[src/core/wwdt_pkg.sv]
`default_nettype none
package wwdt_pkg;

   // ************************************************************
   // Register map (index, byte address is four times the index)
   // ************************************************************
   localparam int unsigned IDX_W = 2;
   localparam logic [IDX_W-1:0] REG_IDX_CTRL = 2'h0;
   localparam logic [IDX_W-1:0] REG_IDX_STATUS = 2'h1;
   localparam logic [IDX_W-1:0] REG_IDX_GUARD = 2'h2;
   localparam int unsigned ADDR_IDX_LSB = 2;
   localparam logic [2:0] HSIZE_WORD = 3'h2;

   // ************************************************************
   // Field layout and reset values
   // ************************************************************
   localparam int unsigned REG_W = 8;
   localparam int unsigned CODE_W = 4;
   localparam int unsigned PERIOD_LSB = 0;
   localparam int unsigned WINDOW_LSB = 4;
   localparam int unsigned LOCK_BIT = 7;
   localparam int unsigned BUSY_BIT = 0;
   localparam logic [REG_W-1:0] CTRL_RESET = 8'h00;
   localparam logic [CODE_W-1:0] CODE_OFF = 4'h0;
   localparam logic [CODE_W-1:0] CODE_FIRST = 4'h1;
   localparam logic [CODE_W-1:0] CODE_MAX = 4'hB;

   // ************************************************************
   // Timing
   // ************************************************************
   localparam int unsigned OSC_FREQ_HZ = 1000;
   localparam int unsigned MIN_TIMEOUT_MS = 8;
   localparam int unsigned CNT_W = 14;
   localparam logic [CNT_W-1:0] MIN_TIMEOUT_TICKS = CNT_W'(MIN_TIMEOUT_MS * OSC_FREQ_HZ / 1000);
   localparam logic [CNT_W-1:0] CNT_ONE = 14'h0001;
   localparam logic [CNT_W-1:0] CNT_ZERO = 14'h0000;
   localparam int unsigned GUARD_W = 3;
   localparam logic [GUARD_W-1:0] GUARD_TRANSFERS = 3'h4;

   typedef enum logic [2:0] {
      ST_OFF,
      ST_NORMAL,
      ST_FIRST,
      ST_CLOSED,
      ST_OPEN
   } wwdt_state_e;

   // Ticks of one timeout for a period or window code
   function automatic logic [CNT_W-1:0] timeout_ticks(input logic [CODE_W-1:0] code);
      logic [CODE_W-1:0] c;
      c = (code > CODE_MAX) ? CODE_MAX : code;
      if (c == CODE_OFF) begin
         return CNT_ZERO;
      end
      return MIN_TIMEOUT_TICKS << (c - CODE_FIRST);
   endfunction : timeout_ticks

endpackage : wwdt_pkg
`default_nettype wire

[src/core/wwdt_ahb_slave.sv]
`default_nettype none
module wwdt_ahb_slave (
   input wire logic clk,
   input wire logic rst_n,
   input wire logic hsel,
   input wire logic [31:0] haddr,
   input wire logic [1:0] htrans,
   input wire logic hwrite,
   input wire logic [2:0] hsize,
   input wire logic hready,
   input wire logic [31:0] hwdata,
   output logic hreadyout,
   output logic hresp,
   output logic [31:0] hrdata,
   input wire logic [wwdt_pkg::REG_W-1:0] rd_data,
   output logic [wwdt_pkg::IDX_W-1:0] rd_idx,
   output logic wr_en,
   output logic [wwdt_pkg::IDX_W-1:0] wr_idx,
   output logic [wwdt_pkg::REG_W-1:0] wr_data,
   output logic xfer
);

   // ************************************************************
   // Address phase decode
   // ************************************************************
   wire logic addr_phase;
   wire logic mapped;
   assign addr_phase = hsel & htrans[1] & hready;
   assign rd_idx = haddr[wwdt_pkg::ADDR_IDX_LSB +: wwdt_pkg::IDX_W];
   assign mapped = (haddr[31:wwdt_pkg::ADDR_IDX_LSB+wwdt_pkg::IDX_W] == '0)
                 & (haddr[wwdt_pkg::ADDR_IDX_LSB-1:0] == '0)
                 & (rd_idx <= wwdt_pkg::REG_IDX_GUARD)
                 & (hsize == wwdt_pkg::HSIZE_WORD);

   logic dp_valid;
   logic dp_write;
   logic dp_mapped;
   logic [wwdt_pkg::IDX_W-1:0] dp_idx;

   always_ff @(posedge clk or negedge rst_n) begin
      if (!rst_n) begin
         dp_valid <= 1'b0;
         dp_write <= 1'b0;
         dp_mapped <= 1'b0;
         dp_idx <= '0;
         hrdata <= '0;
      end else begin
         dp_valid <= addr_phase;
         dp_write <= hwrite;
         dp_mapped <= mapped;
         dp_idx <= rd_idx;
         // Read data captured at the address phase, zero when unmapped
         if (addr_phase & !hwrite) begin
            hrdata <= mapped ? {24'h000000, rd_data} : 32'h00000000;
         end
      end
   end

   // Zero wait states, always OKAY
   assign hreadyout = 1'b1;
   assign hresp = 1'b0;
   assign wr_en = dp_valid & dp_write & dp_mapped;
   assign wr_idx = dp_idx;
   assign wr_data = hwdata[wwdt_pkg::REG_W-1:0];
   assign xfer = dp_valid;

endmodule : wwdt_ahb_slave
`default_nettype wire

[src/core/wwdt_guard.sv]
`default_nettype none
module wwdt_guard (
   input wire logic clk,
   input wire logic rst_n,
   input wire logic key_hit,
   input wire logic xfer,
   input wire logic consume,
   output logic open_window
);

   logic [wwdt_pkg::GUARD_W-1:0] left;

   // Key opens a window of a few bus transfers; any guarded write closes it
   always_ff @(posedge clk or negedge rst_n) begin
      if (!rst_n) begin
         left <= '0;
      end else if (key_hit) begin
         left <= wwdt_pkg::GUARD_TRANSFERS;
      end else if (consume) begin
         left <= '0;
      end else if (xfer && open_window) begin
         left <= left - 3'h1;
      end
   end

   assign open_window = (left != '0);

endmodule : wwdt_guard
`default_nettype wire

[src/core/wwdt_top.sv]
// Added by the designer: the AHB-Lite register port and the register addresses.
`default_nettype none
// Function
// - Enabled watchdog pulses system reset when no restart arrives before timeout.
// - Counter advances on rising edges of the one kilohertz watchdog oscillator clock.
// - Eleven timeout lengths, eight milliseconds to eight seconds, set by period field.
// - Non-zero period enables the watchdog; zero period keeps it disabled.
// - Accepted restart clears the counter and starts a fresh timeout.
// - Window field zero means normal mode, non-zero selects window mode.
// - Restart during closed period in window mode requests system reset.
// - Open period follows closed period; restart accepted only while open.
// - After window enable or debug exit, closed period waits for first restart.
// - Counter runs in run-time debug, halts and clears during debug halt.
// - Resuming from halt in window mode runs one normal timeout first.
// - Control bits and lock change only through the timed guard procedure.
// - While lock is one, control register writes are ignored.
// - Software sets lock only; clearing lock works only in debug mode.
// - Control resets from boot fuse; enabled fuse also sets lock.
// - Period and window writes cross to watchdog timing with busy flag.
// - Counting continues in every mode where the oscillator runs, except debug halt and disabled (period zero), which hold the counter at zero.
// - Four bit codes 1 to 11 give 8 to 8192 ticks, doubling.
// - Busy set at boot and by an accepted guarded, unlocked control write, cleared by hardware on the next tick.
module wwdt_top #(
   parameter logic [wwdt_pkg::REG_W-1:0] GUARD_KEY = 8'hA5 // Value is arbitrary
) (
   input wire logic clk,
   input wire logic rst_n,
   input wire logic hsel,
   input wire logic [31:0] haddr,
   input wire logic [1:0] htrans,
   input wire logic hwrite,
   input wire logic [2:0] hsize,
   input wire logic hready,
   input wire logic [31:0] hwdata,
   output logic hreadyout,
   output logic hresp,
   output logic [31:0] hrdata,
   input wire logic watchdog_osc_clock,
   input wire logic watchdog_restart_instr,
   input wire logic cpu_debug_halt,
   input wire logic debug_mode,
   input wire logic [wwdt_pkg::REG_W-1:0] boot_watchdog_fuse,
   output logic system_reset_req
);

   // ************************************************************
   // Bus slave
   // ************************************************************
   logic [wwdt_pkg::REG_W-1:0] rd_data;
   logic [wwdt_pkg::IDX_W-1:0] rd_idx;
   logic wr_en;
   logic [wwdt_pkg::IDX_W-1:0] wr_idx;
   logic [wwdt_pkg::REG_W-1:0] wr_data;
   logic xfer;

   wwdt_ahb_slave u_bus (
      .clk(clk),
      .rst_n(rst_n),
      .hsel(hsel),
      .haddr(haddr),
      .htrans(htrans),
      .hwrite(hwrite),
      .hsize(hsize),
      .hready(hready),
      .hwdata(hwdata),
      .hreadyout(hreadyout),
      .hresp(hresp),
      .hrdata(hrdata),
      .rd_data(rd_data),
      .rd_idx(rd_idx),
      .wr_en(wr_en),
      .wr_idx(wr_idx),
      .wr_data(wr_data),
      .xfer(xfer)
   );

   // ************************************************************
   // Configuration change guard
   // ************************************************************
   wire logic wr_ctrl_any;
   wire logic wr_status_any;
   wire logic key_hit;
   wire logic guard_open;
   wire logic guard_consume;

   assign wr_ctrl_any = wr_en & (wr_idx == wwdt_pkg::REG_IDX_CTRL);
   assign wr_status_any = wr_en & (wr_idx == wwdt_pkg::REG_IDX_STATUS);
   assign key_hit = wr_en & (wr_idx == wwdt_pkg::REG_IDX_GUARD) & (wr_data == GUARD_KEY);
   assign guard_consume = (wr_ctrl_any | wr_status_any) & guard_open;

   wwdt_guard u_guard (
      .clk(clk),
      .rst_n(rst_n),
      .key_hit(key_hit),
      .xfer(xfer),
      .consume(guard_consume),
      .open_window(guard_open)
   );

   // ************************************************************
   // Register write qualification
   // ************************************************************
   logic [wwdt_pkg::REG_W-1:0] ctrl;
   logic lock;
   logic busy;
   logic boot_done;

   wire logic wr_ctrl_ok;
   wire logic lock_set;
   wire logic lock_clear;
   wire logic lock_wr_bit;

   // Unguarded or locked writes leave the control register alone
   assign wr_ctrl_ok = wr_ctrl_any & guard_open & !lock;
   assign lock_wr_bit = wr_data[wwdt_pkg::LOCK_BIT];
   assign lock_set = wr_status_any & guard_open & lock_wr_bit;
   assign lock_clear = wr_status_any & guard_open & !lock_wr_bit & debug_mode;

   // ************************************************************
   // Oscillator tick
   // ************************************************************
   // Oscillator level is sampled on clk; its rising edge is one tick
   logic osc_q;
   wire logic tick;
   assign tick = watchdog_osc_clock & !osc_q;

   always_ff @(posedge clk or negedge rst_n) begin
      if (!rst_n) begin
         osc_q <= 1'b0;
      end else begin
         osc_q <= watchdog_osc_clock;
      end
   end

   // ************************************************************
   // Software-visible registers
   // ************************************************************
   wire logic [wwdt_pkg::CODE_W-1:0] fuse_period;
   wire logic apply_cfg;
   assign fuse_period = boot_watchdog_fuse[wwdt_pkg::PERIOD_LSB +: wwdt_pkg::CODE_W];
   // Transfer completes on the first tick after the write
   assign apply_cfg = busy & tick & boot_done;

   always_ff @(posedge clk or negedge rst_n) begin
      if (!rst_n) begin
         boot_done <= 1'b0;
      end else begin
         boot_done <= 1'b1;
      end
   end

   always_ff @(posedge clk or negedge rst_n) begin
      if (!rst_n) begin
         ctrl <= wwdt_pkg::CTRL_RESET;
      end else if (!boot_done) begin
         ctrl <= boot_watchdog_fuse;
      end else if (wr_ctrl_ok) begin
         ctrl <= wr_data;
      end
   end

   always_ff @(posedge clk or negedge rst_n) begin
      if (!rst_n) begin
         lock <= 1'b0;
      end else if (!boot_done) begin
         lock <= (fuse_period != wwdt_pkg::CODE_OFF);
      end else if (lock_set) begin
         lock <= 1'b1;
      end else if (lock_clear) begin
         lock <= 1'b0;
      end
   end

   // Set wins over the hardware clear
   always_ff @(posedge clk or negedge rst_n) begin
      if (!rst_n) begin
         busy <= 1'b0;
      end else if (!boot_done || wr_ctrl_ok) begin
         busy <= 1'b1;
      end else if (apply_cfg) begin
         busy <= 1'b0;
      end
   end

   // ************************************************************
   // Status word
   // ************************************************************
   // Fixed bit positions; every other bit reads zero
   logic [wwdt_pkg::REG_W-1:0] status_word;

   always_comb begin
      status_word = '0;
      status_word[wwdt_pkg::LOCK_BIT] = lock;
      status_word[wwdt_pkg::BUSY_BIT] = busy;
   end

   // ************************************************************
   // Read mux
   // ************************************************************
   // Key register is write only, so it reads zero
   wire logic sel_ctrl;
   wire logic sel_status;
   assign sel_ctrl = (rd_idx == wwdt_pkg::REG_IDX_CTRL);
   assign sel_status = (rd_idx == wwdt_pkg::REG_IDX_STATUS);
   assign rd_data = sel_ctrl ? ctrl :
                    sel_status ? status_word : '0;

   // ************************************************************
   // Active configuration on the timing side
   // ************************************************************
   logic [wwdt_pkg::CODE_W-1:0] act_period;
   logic [wwdt_pkg::CODE_W-1:0] act_window;

   always_ff @(posedge clk or negedge rst_n) begin
      if (!rst_n) begin
         act_period <= wwdt_pkg::CODE_OFF;
         act_window <= wwdt_pkg::CODE_OFF;
      end else if (apply_cfg) begin
         act_period <= ctrl[wwdt_pkg::PERIOD_LSB +: wwdt_pkg::CODE_W];
         act_window <= ctrl[wwdt_pkg::WINDOW_LSB +: wwdt_pkg::CODE_W];
      end
   end

   wire logic [wwdt_pkg::CODE_W-1:0] cfg_period;
   wire logic [wwdt_pkg::CODE_W-1:0] cfg_window;
   wire logic [wwdt_pkg::CNT_W-1:0] open_last;
   wire logic [wwdt_pkg::CNT_W-1:0] closed_last;
   wire logic cfg_enabled;
   wire logic cfg_window_mode;

   assign cfg_period = apply_cfg ? ctrl[wwdt_pkg::PERIOD_LSB +: wwdt_pkg::CODE_W] : act_period;
   assign cfg_window = apply_cfg ? ctrl[wwdt_pkg::WINDOW_LSB +: wwdt_pkg::CODE_W] : act_window;
   assign cfg_enabled = (cfg_period != wwdt_pkg::CODE_OFF);
   assign cfg_window_mode = (cfg_window != wwdt_pkg::CODE_OFF);
   assign open_last = wwdt_pkg::timeout_ticks(act_period) - wwdt_pkg::CNT_ONE;
   assign closed_last = wwdt_pkg::timeout_ticks(act_window) - wwdt_pkg::CNT_ONE;

   // ************************************************************
   // Timeout state machine
   // ************************************************************
   wwdt_pkg::wwdt_state_e state;
   wwdt_pkg::wwdt_state_e next_state;
   wwdt_pkg::wwdt_state_e base_state;
   logic [wwdt_pkg::CNT_W-1:0] cnt;
   logic [wwdt_pkg::CNT_W-1:0] next_cnt;
   logic next_fire;

   wire logic open_hit;
   wire logic closed_hit;
   wire logic restart;
   assign open_hit = tick & (cnt == open_last);
   assign closed_hit = tick & (cnt == closed_last);
   assign restart = watchdog_restart_instr;

   // Window mode starts with a normal timeout until the first restart
   always_comb begin
      base_state = wwdt_pkg::ST_OFF;
      if (cfg_enabled) begin
         base_state = cfg_window_mode ? wwdt_pkg::ST_FIRST : wwdt_pkg::ST_NORMAL;
      end
   end

   always_comb begin
      next_state = state;
      next_cnt = cnt;
      next_fire = 1'b0;
      if (cpu_debug_halt) begin
         next_state = base_state;
         next_cnt = wwdt_pkg::CNT_ZERO;
      end else if (apply_cfg) begin
         next_state = base_state;
         next_cnt = wwdt_pkg::CNT_ZERO;
      end else begin
         case (state)
            wwdt_pkg::ST_OFF: begin
               next_cnt = wwdt_pkg::CNT_ZERO;
            end
            wwdt_pkg::ST_NORMAL: begin
               if (restart) begin
                  next_cnt = wwdt_pkg::CNT_ZERO;
               end else if (open_hit) begin
                  next_fire = 1'b1;
                  next_cnt = wwdt_pkg::CNT_ZERO;
               end else if (tick) begin
                  next_cnt = cnt + wwdt_pkg::CNT_ONE;
               end
            end
            wwdt_pkg::ST_FIRST: begin
               if (restart) begin
                  next_state = wwdt_pkg::ST_CLOSED;
                  next_cnt = wwdt_pkg::CNT_ZERO;
               end else if (open_hit) begin
                  next_fire = 1'b1;
                  next_cnt = wwdt_pkg::CNT_ZERO;
               end else if (tick) begin
                  next_cnt = cnt + wwdt_pkg::CNT_ONE;
               end
            end
            wwdt_pkg::ST_CLOSED: begin
               if (restart) begin
                  next_fire = 1'b1;
                  next_state = wwdt_pkg::ST_FIRST;
                  next_cnt = wwdt_pkg::CNT_ZERO;
               end else if (closed_hit) begin
                  next_state = wwdt_pkg::ST_OPEN;
                  next_cnt = wwdt_pkg::CNT_ZERO;
               end else if (tick) begin
                  next_cnt = cnt + wwdt_pkg::CNT_ONE;
               end
            end
            wwdt_pkg::ST_OPEN: begin
               if (restart) begin
                  next_state = wwdt_pkg::ST_CLOSED;
                  next_cnt = wwdt_pkg::CNT_ZERO;
               end else if (open_hit) begin
                  next_fire = 1'b1;
                  next_state = wwdt_pkg::ST_FIRST;
                  next_cnt = wwdt_pkg::CNT_ZERO;
               end else if (tick) begin
                  next_cnt = cnt + wwdt_pkg::CNT_ONE;
               end
            end
            default: begin
               next_state = wwdt_pkg::ST_OFF;
               next_cnt = wwdt_pkg::CNT_ZERO;
            end
         endcase
      end
   end

   always_ff @(posedge clk or negedge rst_n) begin
      if (!rst_n) begin
         state <= wwdt_pkg::ST_OFF;
         cnt <= wwdt_pkg::CNT_ZERO;
         system_reset_req <= 1'b0;
      end else begin
         state <= next_state;
         cnt <= next_cnt;
         system_reset_req <= next_fire;
      end
   end

endmodule : wwdt_top
`default_nettype wire

[config.mk]
export PLATFORM = sky130hd
export DESIGN_NAME = wwdt_top
export DESIGN_NICKNAME = d
export VERILOG_FILES = /design/src/core/wwdt_pkg.sv /design/src/core/wwdt_ahb_slave.sv /design/src/core/wwdt_guard.sv /design/src/core/wwdt_top.sv
export SDC_FILE = /design/constraint.sdc
export NUM_CORES = 1
export LEC_CHECK = 0
export BUFFER_PORTS_ARGS = -buffer_cell sky130_fd_sc_hd__clkbuf_2
export CORE_ASPECT_RATIO = 1.2
export CORE_UTILIZATION = 47
export DETAILED_ROUTE_END_ITERATION = 16
export GPL_TIMING_DRIVEN = 0
export PLACE_DENSITY = 0.84
export REMOVE_ABC_BUFFERS = 1
export SYNTH_ARGS = -nofsm -noshare
export SYNTH_HDL_FRONTEND = slang
export SYNTH_SLANG_ARGS = --single-unit
[constraint.sdc]
create_clock -name clk -period 3.5 [get_ports clk]
set_clock_uncertainty 0.05 [all_clocks]
set_input_delay 0.7 -clock clk [delete_from_list [all_inputs] [get_ports clk]]
set_output_delay 0.7 -clock clk [all_outputs]
set_load 0.01 [all_outputs]
==> results of run 1 <==
[what timing repair did]
item | in CTS | in global routing
resized for setup | 5 | 7
pin swaps | 1 | 1
setup endpoints to repair | 15 | 17
buffers inserted | 1 | 4
[worst paths after layout]
check / start / endpoint / cells after the start
max: act_window[2] / cnt[13] / 9
min: rst_n / cnt[4] / 1
max reg2reg: act_window[2] / cnt[13] / 9
min reg2reg: u_bus.hrdata[4] / u_bus.hrdata[4] / 1
max in group asynchronous: rst_n / act_window[2] / 2
min in group clk: hwrite / u_bus.dp_write / 1
[flip-flops by register name, indices dropped and copies added, names as in the netlist]
name	count
busy	1
u_guard.left	3
act_window	4
cnt	14
osc_q	1
system_reset_req	1
act_period	4
u_bus.dp_mapped	1
state	3
boot_done	1
lock	1
u_bus.xfer	1
ctrl	8
u_bus.wr_idx	2
u_bus.hrdata	8
u_bus.dp_write	1
[synthesized netlist by cell type (10+ instances only)]
library cell and n:
inv_1 10, clkbuf_1 18, dfrtp_1 54, mux2_2 10, xor2_1 16, buf_4 31
nor2_1 27, o21ai_0 17, nor4_1 11, nand2b_1 11, nand2_1 26, nor3_2 11
nor2b_1 10, nor3_1 15, a21oi_1 16, nand3_1 14
[power breakdown]
part	switching, mW	total, mW	leakage, nW	internal [mW]
sequential	0.162	0.854	0.685	0.693
combinational	0.416	0.765	1.16	0.349
clock	0.218	0.381	0.0478	0.163
total	0.796	2.00	1.89	1.20
[per-layer routing]
| metal | global-route usage (%) | routed length [um] |
|---|---|---|
| met5 | 0 | 0 |
| met4 | 11.4 | 376 |
| met3 | 2.48 | 489 |
| met2 | 39.1 | 4880 |
| met1 | 24.6 | 3630 |
[worst reg2reg max path, delay by kind of cell, from the launching register on]
family                   cells  cell delay, ns
AO/OA/AOI/OAI                3            0.85
AND/OR/NAND/NOR              4            1.38
adder cells (fa/ha/maj)      1            0.28
flip-flops                   1            0.55
buffers and inverters        1            0.17
[through the flow]
stage	hold WS [ns]	std cells	util (%)	setup TNS (ns)	area, um2
CTS	0.431	598	53.0	0	4320
global placement	0.441	589	51.3	-5.43	4180
global route	0.230	603	53.9	-0.0381	4390
finish	0.216	603	53.9	0	4390
floorplan	0.354	406	-	-0.0723	3690
detailed placement	0.442	589	51.3	-6.56	4180
[cell families (layout without fill, tap and decap cells)]
kind of cell    count (synthesis)  in the layout  share of synthesized area [%]
simple gates                  175            175                           26.7
compound gates                 94             94                           17.2
buf+inv                        71             93                           10.6
flops                          54             54                           33.9
xor+xnor                       25             25                           5.50
mux                            16             16                           4.34
fa+ha+maj                       5              5                           1.57
other cells                     2             27                          0.189
[cell type report]
type                            instances  area share [%]
Inverter                               10           0.854
Timing Repair Buffer                   75            9.46
Clock buffer                            6            1.88
Tap cell                              114            3.25
Multi-Input combinational cell        342            53.2
Sequential cell                        54            31.0
Clock inverter                          2           0.370
==> flow_summary.toml, run 1 <==
[timing]
slew_violations = 0
fmax_mhz = 292
rsz0062_at_grt = "true"
worst_pin_slew_ns = 0.879
worst_slack_ns = 0.0774
fin_crit_ns = 3.42
finalCritPeriodShare_pct = 97.8
max_slew_margin_pct = 41.4
hold_viol = 0
finalSetupViolations = 0

[setup_path]
crit_slowest_cell = "or4b_2"
crit_buf_inv = 1
crit_type = "flop to flop"
worst-r2r-setup-slack_ns = 0.08
cp.required_ns = 3.62
cp-start-kind = "flop"
critPathTopFamily = "simple AND/OR/NAND/NOR gates"
cp.arrival_ns = 3.54
crit_path_max_incr_delay_ns = 0.69
crit_chain = "or4b_2 -> ha_2 -> a21boi_1 -> or3_1 -> a2111o_1 -> nor3_4 -> a2bb2oi_4 -> buf_12 -> nor3_1"
worstSetupEndpointType = "flop"
worstPathMaxFanout = 14

[placement]
pre_cts_slack_ns = -0.502
portBuffers = 69
dp_hpwl_um = 6900
place_congestion = 0.863

[synth]
synth.ff_latch_count = 54
syn-cell-area_um2 = 3980
yosysSeqAreaShare_pct = 33.9
synth_edf_count = 0
synth_cell_types = 76
synth_top_area_share_pct = 33.9
synth_area_leaders = "dfrtp_1 34%, buf_4 5.8%, xor2_1 3.5%, mux2_2 2.8%, nor3_2 2.8%"
syn_avg_cell_area_um2 = 9.01
synthFlopType = "dfrtp_1"
postSynthCellCount = 442
yosys_warnings = 0
async_flop_share_pct = 100
yosysTopAreaCell = "dfrtp_1"

[floorplanning]
fp-row-count = 36
pin_count = 121
die_w_um = 86.0
die_area_um2 = 8850
start_util_pct = 48.8
die_h_um = 103
core_area_um2 = 8150

[global_routing]
antenna_found_initial = 0
grt_pass1_wl_um = 15000
grt_overflow = 0
grt_usage_pct = 21.4
grt_pass1_vias = 3270
grt_max_degree = 55

[power_and_ir_drop]
power_density_nw_per_um2 = 455
irDropWorstVdd_mv = 0.371
p_total_mw = 2.00
p_leak_nw = 1.89

[layout]
nets = 579
fill_cells = 701
seq_area_um2 = 1360
final_common_cell = "clkbuf_2"
multi_input_area_um2 = 2340
drive_gt1_share_pct = 26.2
area_delta_synth_final_pct = 10.3
mostFrequentLayoutCells = "68 x clkbuf_2, 49 x dfrtp_1, 27 x conb_1"
antenna_cells = 0

[clocking]
clockRootBuffer = "clkbuf_8"
worstSkewPairLatency_ns = 0.33
cts_htree_levels = 2
cts_sinks = 54
cts_tree = "yes"
hold_buffers = 0
clkSlewWorstSetupHoldPaths_ns = 0.10
numCtsBuffers = 5
clock_path_buffers = 2

[route]
vias_per_cell = 5.87
firstDrtPassIters = 5
route.detailed.drc = 0
wl_per_cell_um = 15.5
drt-total-wl_um = 9370
detail_route.iter0.violations = 346
num_vias = 3542
ant_nets = 0

[worst_hold_path]
min_path_type = "primary input to async pin"

[status]
status = "complete, no violations"

[flow_run]
maxCapViolCount = 0
(Power assumes the default switching activity.)
==> inputs of run 2 (changes only) <==
- CELL_PAD_IN_SITES_DETAIL_PLACEMENT: not set -> 0
- CELL_PAD_IN_SITES_GLOBAL_PLACEMENT: not set -> 2
- CORE_MARGIN: not set -> 3
- CORE_UTILIZATION: 47 -> 28
- PLACE_DENSITY: 0.84 -> 0.85
==> flow_summary.toml, run 2 (synthesis results as in run 1) <==
[power_and_ir_drop]
power_density_nw_per_um2 = 467
irDropWorstVdd_mv = 0.245
p_leak_nw = 1.94
p_total_mw = 2.12

[placement]
dp_hpwl_um = 7510
pre_cts_slack_ns = -0.499
place_congestion = 0.793
portBuffers = 69
dp_cells = 647

[route]
detail_route.iter0.violations = 183
route.detailed.drc = 0
drt-total-wl_um = 9890
firstDrtPassIters = 4
ant_nets = 0
vias_per_cell = 5.17
wl_per_cell_um = 14.9
num_vias = 3430

[floorplanning]
core_area_um2 = 13900
start_util_pct = 28.7
fp-row-count = 47
die_h_um = 137
die_area_um2 = 15700
pin_count = 121
die_w_um = 115

[worst_hold_path]
min_path_type = "primary input to async pin"

[setup_path]
worstSetupEndpointType = "flop"
crit_path_max_incr_delay_ns = 0.68
r2r-start = "act_window[2]"
critical_path.startpoint = "act_window[2]"
crit_slowest_cell = "or4b_2"
setup.worst_path.end = "cnt[13]"
cp.required_ns = 3.60
cp-start-kind = "flop"
crit_chain = "or4b_2 -> ha_2 -> a21boi_1 -> or3_1 -> a2111o_1 -> nor3_4 -> a2bb2oi_4 -> buf_12 -> nor3_1"
regToRegEndpoint = "cnt[13]"
cp.arrival_ns = 3.46
crit_type = "flop to flop"
worstPathMaxFanout = 14
worst-r2r-cell-count = 9
worst-r2r-setup-slack_ns = 0.14

[layout]
area_delta_synth_final_pct = 14.0
final_cells = 664
drive_gt1_share_pct = 26.6
largest_reg_flops = 14
largest_register = "cnt"
nets = 583
mostFrequentLayoutCells = "68 x clkbuf_2, 48 x dfrtp_1, 27 x conb_1"
antenna_cells = 0
top_regs = "cnt (14), ctrl (8), u_bus.hrdata (8)"
final_common_cell = "clkbuf_2"

[status]
status = "complete, no violations"

[timing]
holdWs_ns = 0.310
rsz0062_at_grt = "false"
fin_setup_tns_ns = 0
worst_slack_ns = 0.141
hold_viol = 0
max_slew_margin_pct = 54.4
fin_crit_ns = 3.36
finalCritPeriodShare_pct = 96.0
finalSetupViolations = 0
worst_pin_slew_ns = 0.679
slew_violations = 0
fmax_mhz = 298

[clocking]
worstSkewPairLatency_ns = 0.30
cts_sinks = 54
clock_path_buffers = 2
hold_buffers = 0
numCtsBuffers = 5
cts_tree = "yes"
clkSlewWorstSetupHoldPaths_ns = 0.07
cts_htree_levels = 2
clockRootBuffer = "clkbuf_16"

[flow_run]
maxCapViolCount = 0

[global_routing]
grt_pass1_wl_um = 15800
grt_usage_pct = 12.3
antenna_found_initial = 0
grt_max_degree = 55
grt_pass1_vias = 3303
grt_overflow = 0
==> run 2: cell types whose count changed in the layout (fill, tap and decap cells not counted), sizes merged <==
cell and delta:
inv -1, buf +4, clkinvlp -1, clkinv +2
==> run 2: power breakdown <==
part	leakage [nW]	internal, mW	switching [mW]
sequential	0.683	0.692	0.163
combinational	1.18	0.361	0.414
clock	0.0708	0.266	0.225
==> run 2: worst min path at each step <==
stage / endpoint / slack (ns) / depth (start not counted)
final: act_period[0] / 0.31 / 1
after global routing: act_period[0] / 0.35 / 1
after CTS: ctrl[0] / 0.46 / 2
after detailed placement: u_bus.hrdata[6] / 0.45 / 1
after global placement: u_bus.hrdata[7] / 0.45 / 1
after floorplan: act_period[0] / 0.35 / 0
==> run 2: worst max-delay path: cells and delay by family (launching register included) <==
family	cells	cell delay, ns
AND/OR/NAND/NOR	4	1.36
AO/OA/AOI/OAI	3	0.81
flip-flops	1	0.55
adder cells (fa/ha/maj)	1	0.27
buffers and inverters	1	0.17
==> run 2: what timing repair did <==
item	in CTS	in global routing
pin swaps	1	3
buffers inserted	1	7
setup endpoints to repair	15	16
gates resized for setup	6	7
==> run 2: layer usage <==
metal | wire length, um | track usage (%)
met1 | 4160 | 15.1
met2 | 5120 | 22.2
met3 | 418 | 1.77
met4 | 194 | 3.91
met5 | 0 | 0
==> run 2: layout make-up <==
cell class | count | area [um2]
fillers | 1456 | 9340
multi-input cells | 342 | 2340
flip-flops and latches | 54 | 1360
repair buffers | 79 | 445
well taps | 171 | 214
clock buffers | 6 | 129
inverters | 10 | 37.5
clock inverters | 2 | 13.8
==> run 2: metrics by stage <==
stage                     util [%]  cell area [um2]
after floorplan                  -             3690
after global placement        30.6             4250
after detailed placement      30.7             4260
after CTS                     32.0             4440
after global routing          32.7             4540
final                         32.7             4540
==> inputs of run 3 (changes only) <==
- CTS_BUF_LIST: not set -> sky130_fd_sc_hd__clkbuf_8
==> flow_summary.toml, run 3 (synthesis results as in run 1) <==
[status]
status = "complete, no violations"

[route]
num_vias = 3438
ant_nets = 0
detail_route.iter0.violations = 139
vias_per_cell = 5.17
route.detailed.drc = 0
firstDrtPassIters = 4
wl_per_cell_um = 14.9
drt-total-wl_um = 9940

[clocking]
clockRootBuffer = "clkbuf_8"
cts_htree_levels = 2
numCtsBuffers = 5
clkSlewWorstSetupHoldPaths_ns = 0.10
worstSkewPairLatency_ns = 0.31
cts_sinks = 54
clock_path_buffers = 2
cts_tree = "yes"

[worst_hold_path]
min_path_type = "primary input to async pin"

[power_and_ir_drop]
p_leak_nw = 1.91
irDropWorstVdd_mv = 0.206
power_density_nw_per_um2 = 440

[layout]
area_delta_synth_final_pct = 12.8
mostFrequentLayoutCells = "68 x clkbuf_2, 48 x dfrtp_1, 27 x conb_1"
finalInstanceArea_um2 = 4490
multi_input_area_um2 = 2340
final_common_cell = "clkbuf_2"
finish.utilization_pct = 32.4
seq_area_um2 = 1360
final_cells = 665
nets = 584
antenna_cells = 0
top_regs = "cnt (14), ctrl (8), u_bus.hrdata (8)"
largest_reg_flops = 14
drive_gt1_share_pct = 26.7
fill_cells = 1465
largest_register = "cnt"

[floorplanning]
pin_count = 121
fp-row-count = 47
die_w_um = 115
die_area_um2 = 15700
die_h_um = 137
core_area_um2 = 13900
start_util_pct = 28.7

[setup_path]
crit_chain = "or4b_2 -> ha_4 -> or4b_1 -> a21o_1 -> o211ai_1 -> o221ai_2 -> nor3_2 -> a2bb2oi_4 -> buf_12 -> nor3_1"
crit_slowest_cell = "or4b_2"
cp.arrival_ns = 3.53
crit_path_max_incr_delay_ns = 0.73
critPathTopFamily = "simple AND/OR/NAND/NOR gates"
crit_type = "flop to flop"
worstPathMaxFanout = 14
crit_buf_inv = 1
cp.required_ns = 3.63
cp-start-kind = "flop"
worstSetupEndpointType = "flop"

[global_routing]
grt_max_degree = 55
grt_usage_pct = 12.3
grt_pass1_wl_um = 15700
antenna_found_initial = 0
grt_pass1_vias = 3249
grt_overflow = 0

[timing]
fin_crit_ns = 3.41
rsz0062_at_grt = "true"
holdWs_ns = 0.292
hold_viol = 0
max_slew_margin_pct = 55.3
fin_setup_tns_ns = 0
fmax_mhz = 294
finalSetupViolations = 0
slew_violations = 0
worst_pin_slew_ns = 0.666
finalCritPeriodShare_pct = 97.3

[placement]
place_congestion = 0.793
portBuffers = 69
dp_cells = 647
dp_hpwl_um = 7510
place_area_um2 = 4260

[flow_run]
maxCapViolCount = 0
run 3: cell type report:
cell class | instances | area share [%]
multi-input cells | 342 | 52.0
flip-flops and latches | 54 | 30.4
repair buffers | 80 | 10.1
well taps | 171 | 4.76
clock buffers | 5 | 1.53
inverters | 10 | 0.836
clock inverters | 3 | 0.390
run 3: per-layer routing:
layer | global-route usage (%) | routed length [um] | share of wire [%] | up-vias
li1 | - | - | - | 1659
met1 | 15.0 | 4160 | 42 | 1658
met2 | 22.2 | 5160 | 52 | 111
met3 | 1.64 | 431 | 4.3 | 10
met4 | 3.98 | 182 | 1.8 | 0
met5 | 0 | 0 | 0 | -
run 3: final timing paths:
kind,startpoint,to,slack [ns],cells past startpoint
min reg2reg,u_bus.hrdata[6],u_bus.hrdata[6],0.46,1
min,rst_n,cnt[9],0.29,1
min in group clk,hwrite,u_bus.dp_write,0.45,1
max reg2reg,act_window[2],cnt[13],0.09,10
max in group asynchronous,rst_n,act_window[2],2.55,2
max,act_window[2],cnt[13],0.09,10
run 3: what timing repair did:
| action | 4_1_cts | 5_1_grt |
|---|---|---|
| buffers inserted | 1 | 8 |
| resized for setup | 6 | 7 |
| hold buffers | 0 | 0 |
| cloned | 0 | 0 |
| endpoints found under the setup margin | 15 | 16 |
| pin swaps | 1 | 0 |
run 3: power by group:
group	total (mW)	leakage, nW	internal [mW]	switching, mW
clock network	0.343	0.0493	0.139	0.204
logic	0.783	1.17	0.369	0.414
registers	0.851	0.683	0.693	0.158
run 3: per-stage QoR:
step	power, mW	worst slack [ns]
after detailed placement	1.55	-0.499
after global routing	2.12	-0.0269
final	1.98	0.0949
after CTS	1.94	0.0233
after floorplan	1.34	-0.0181
after global placement	1.52	-0.501
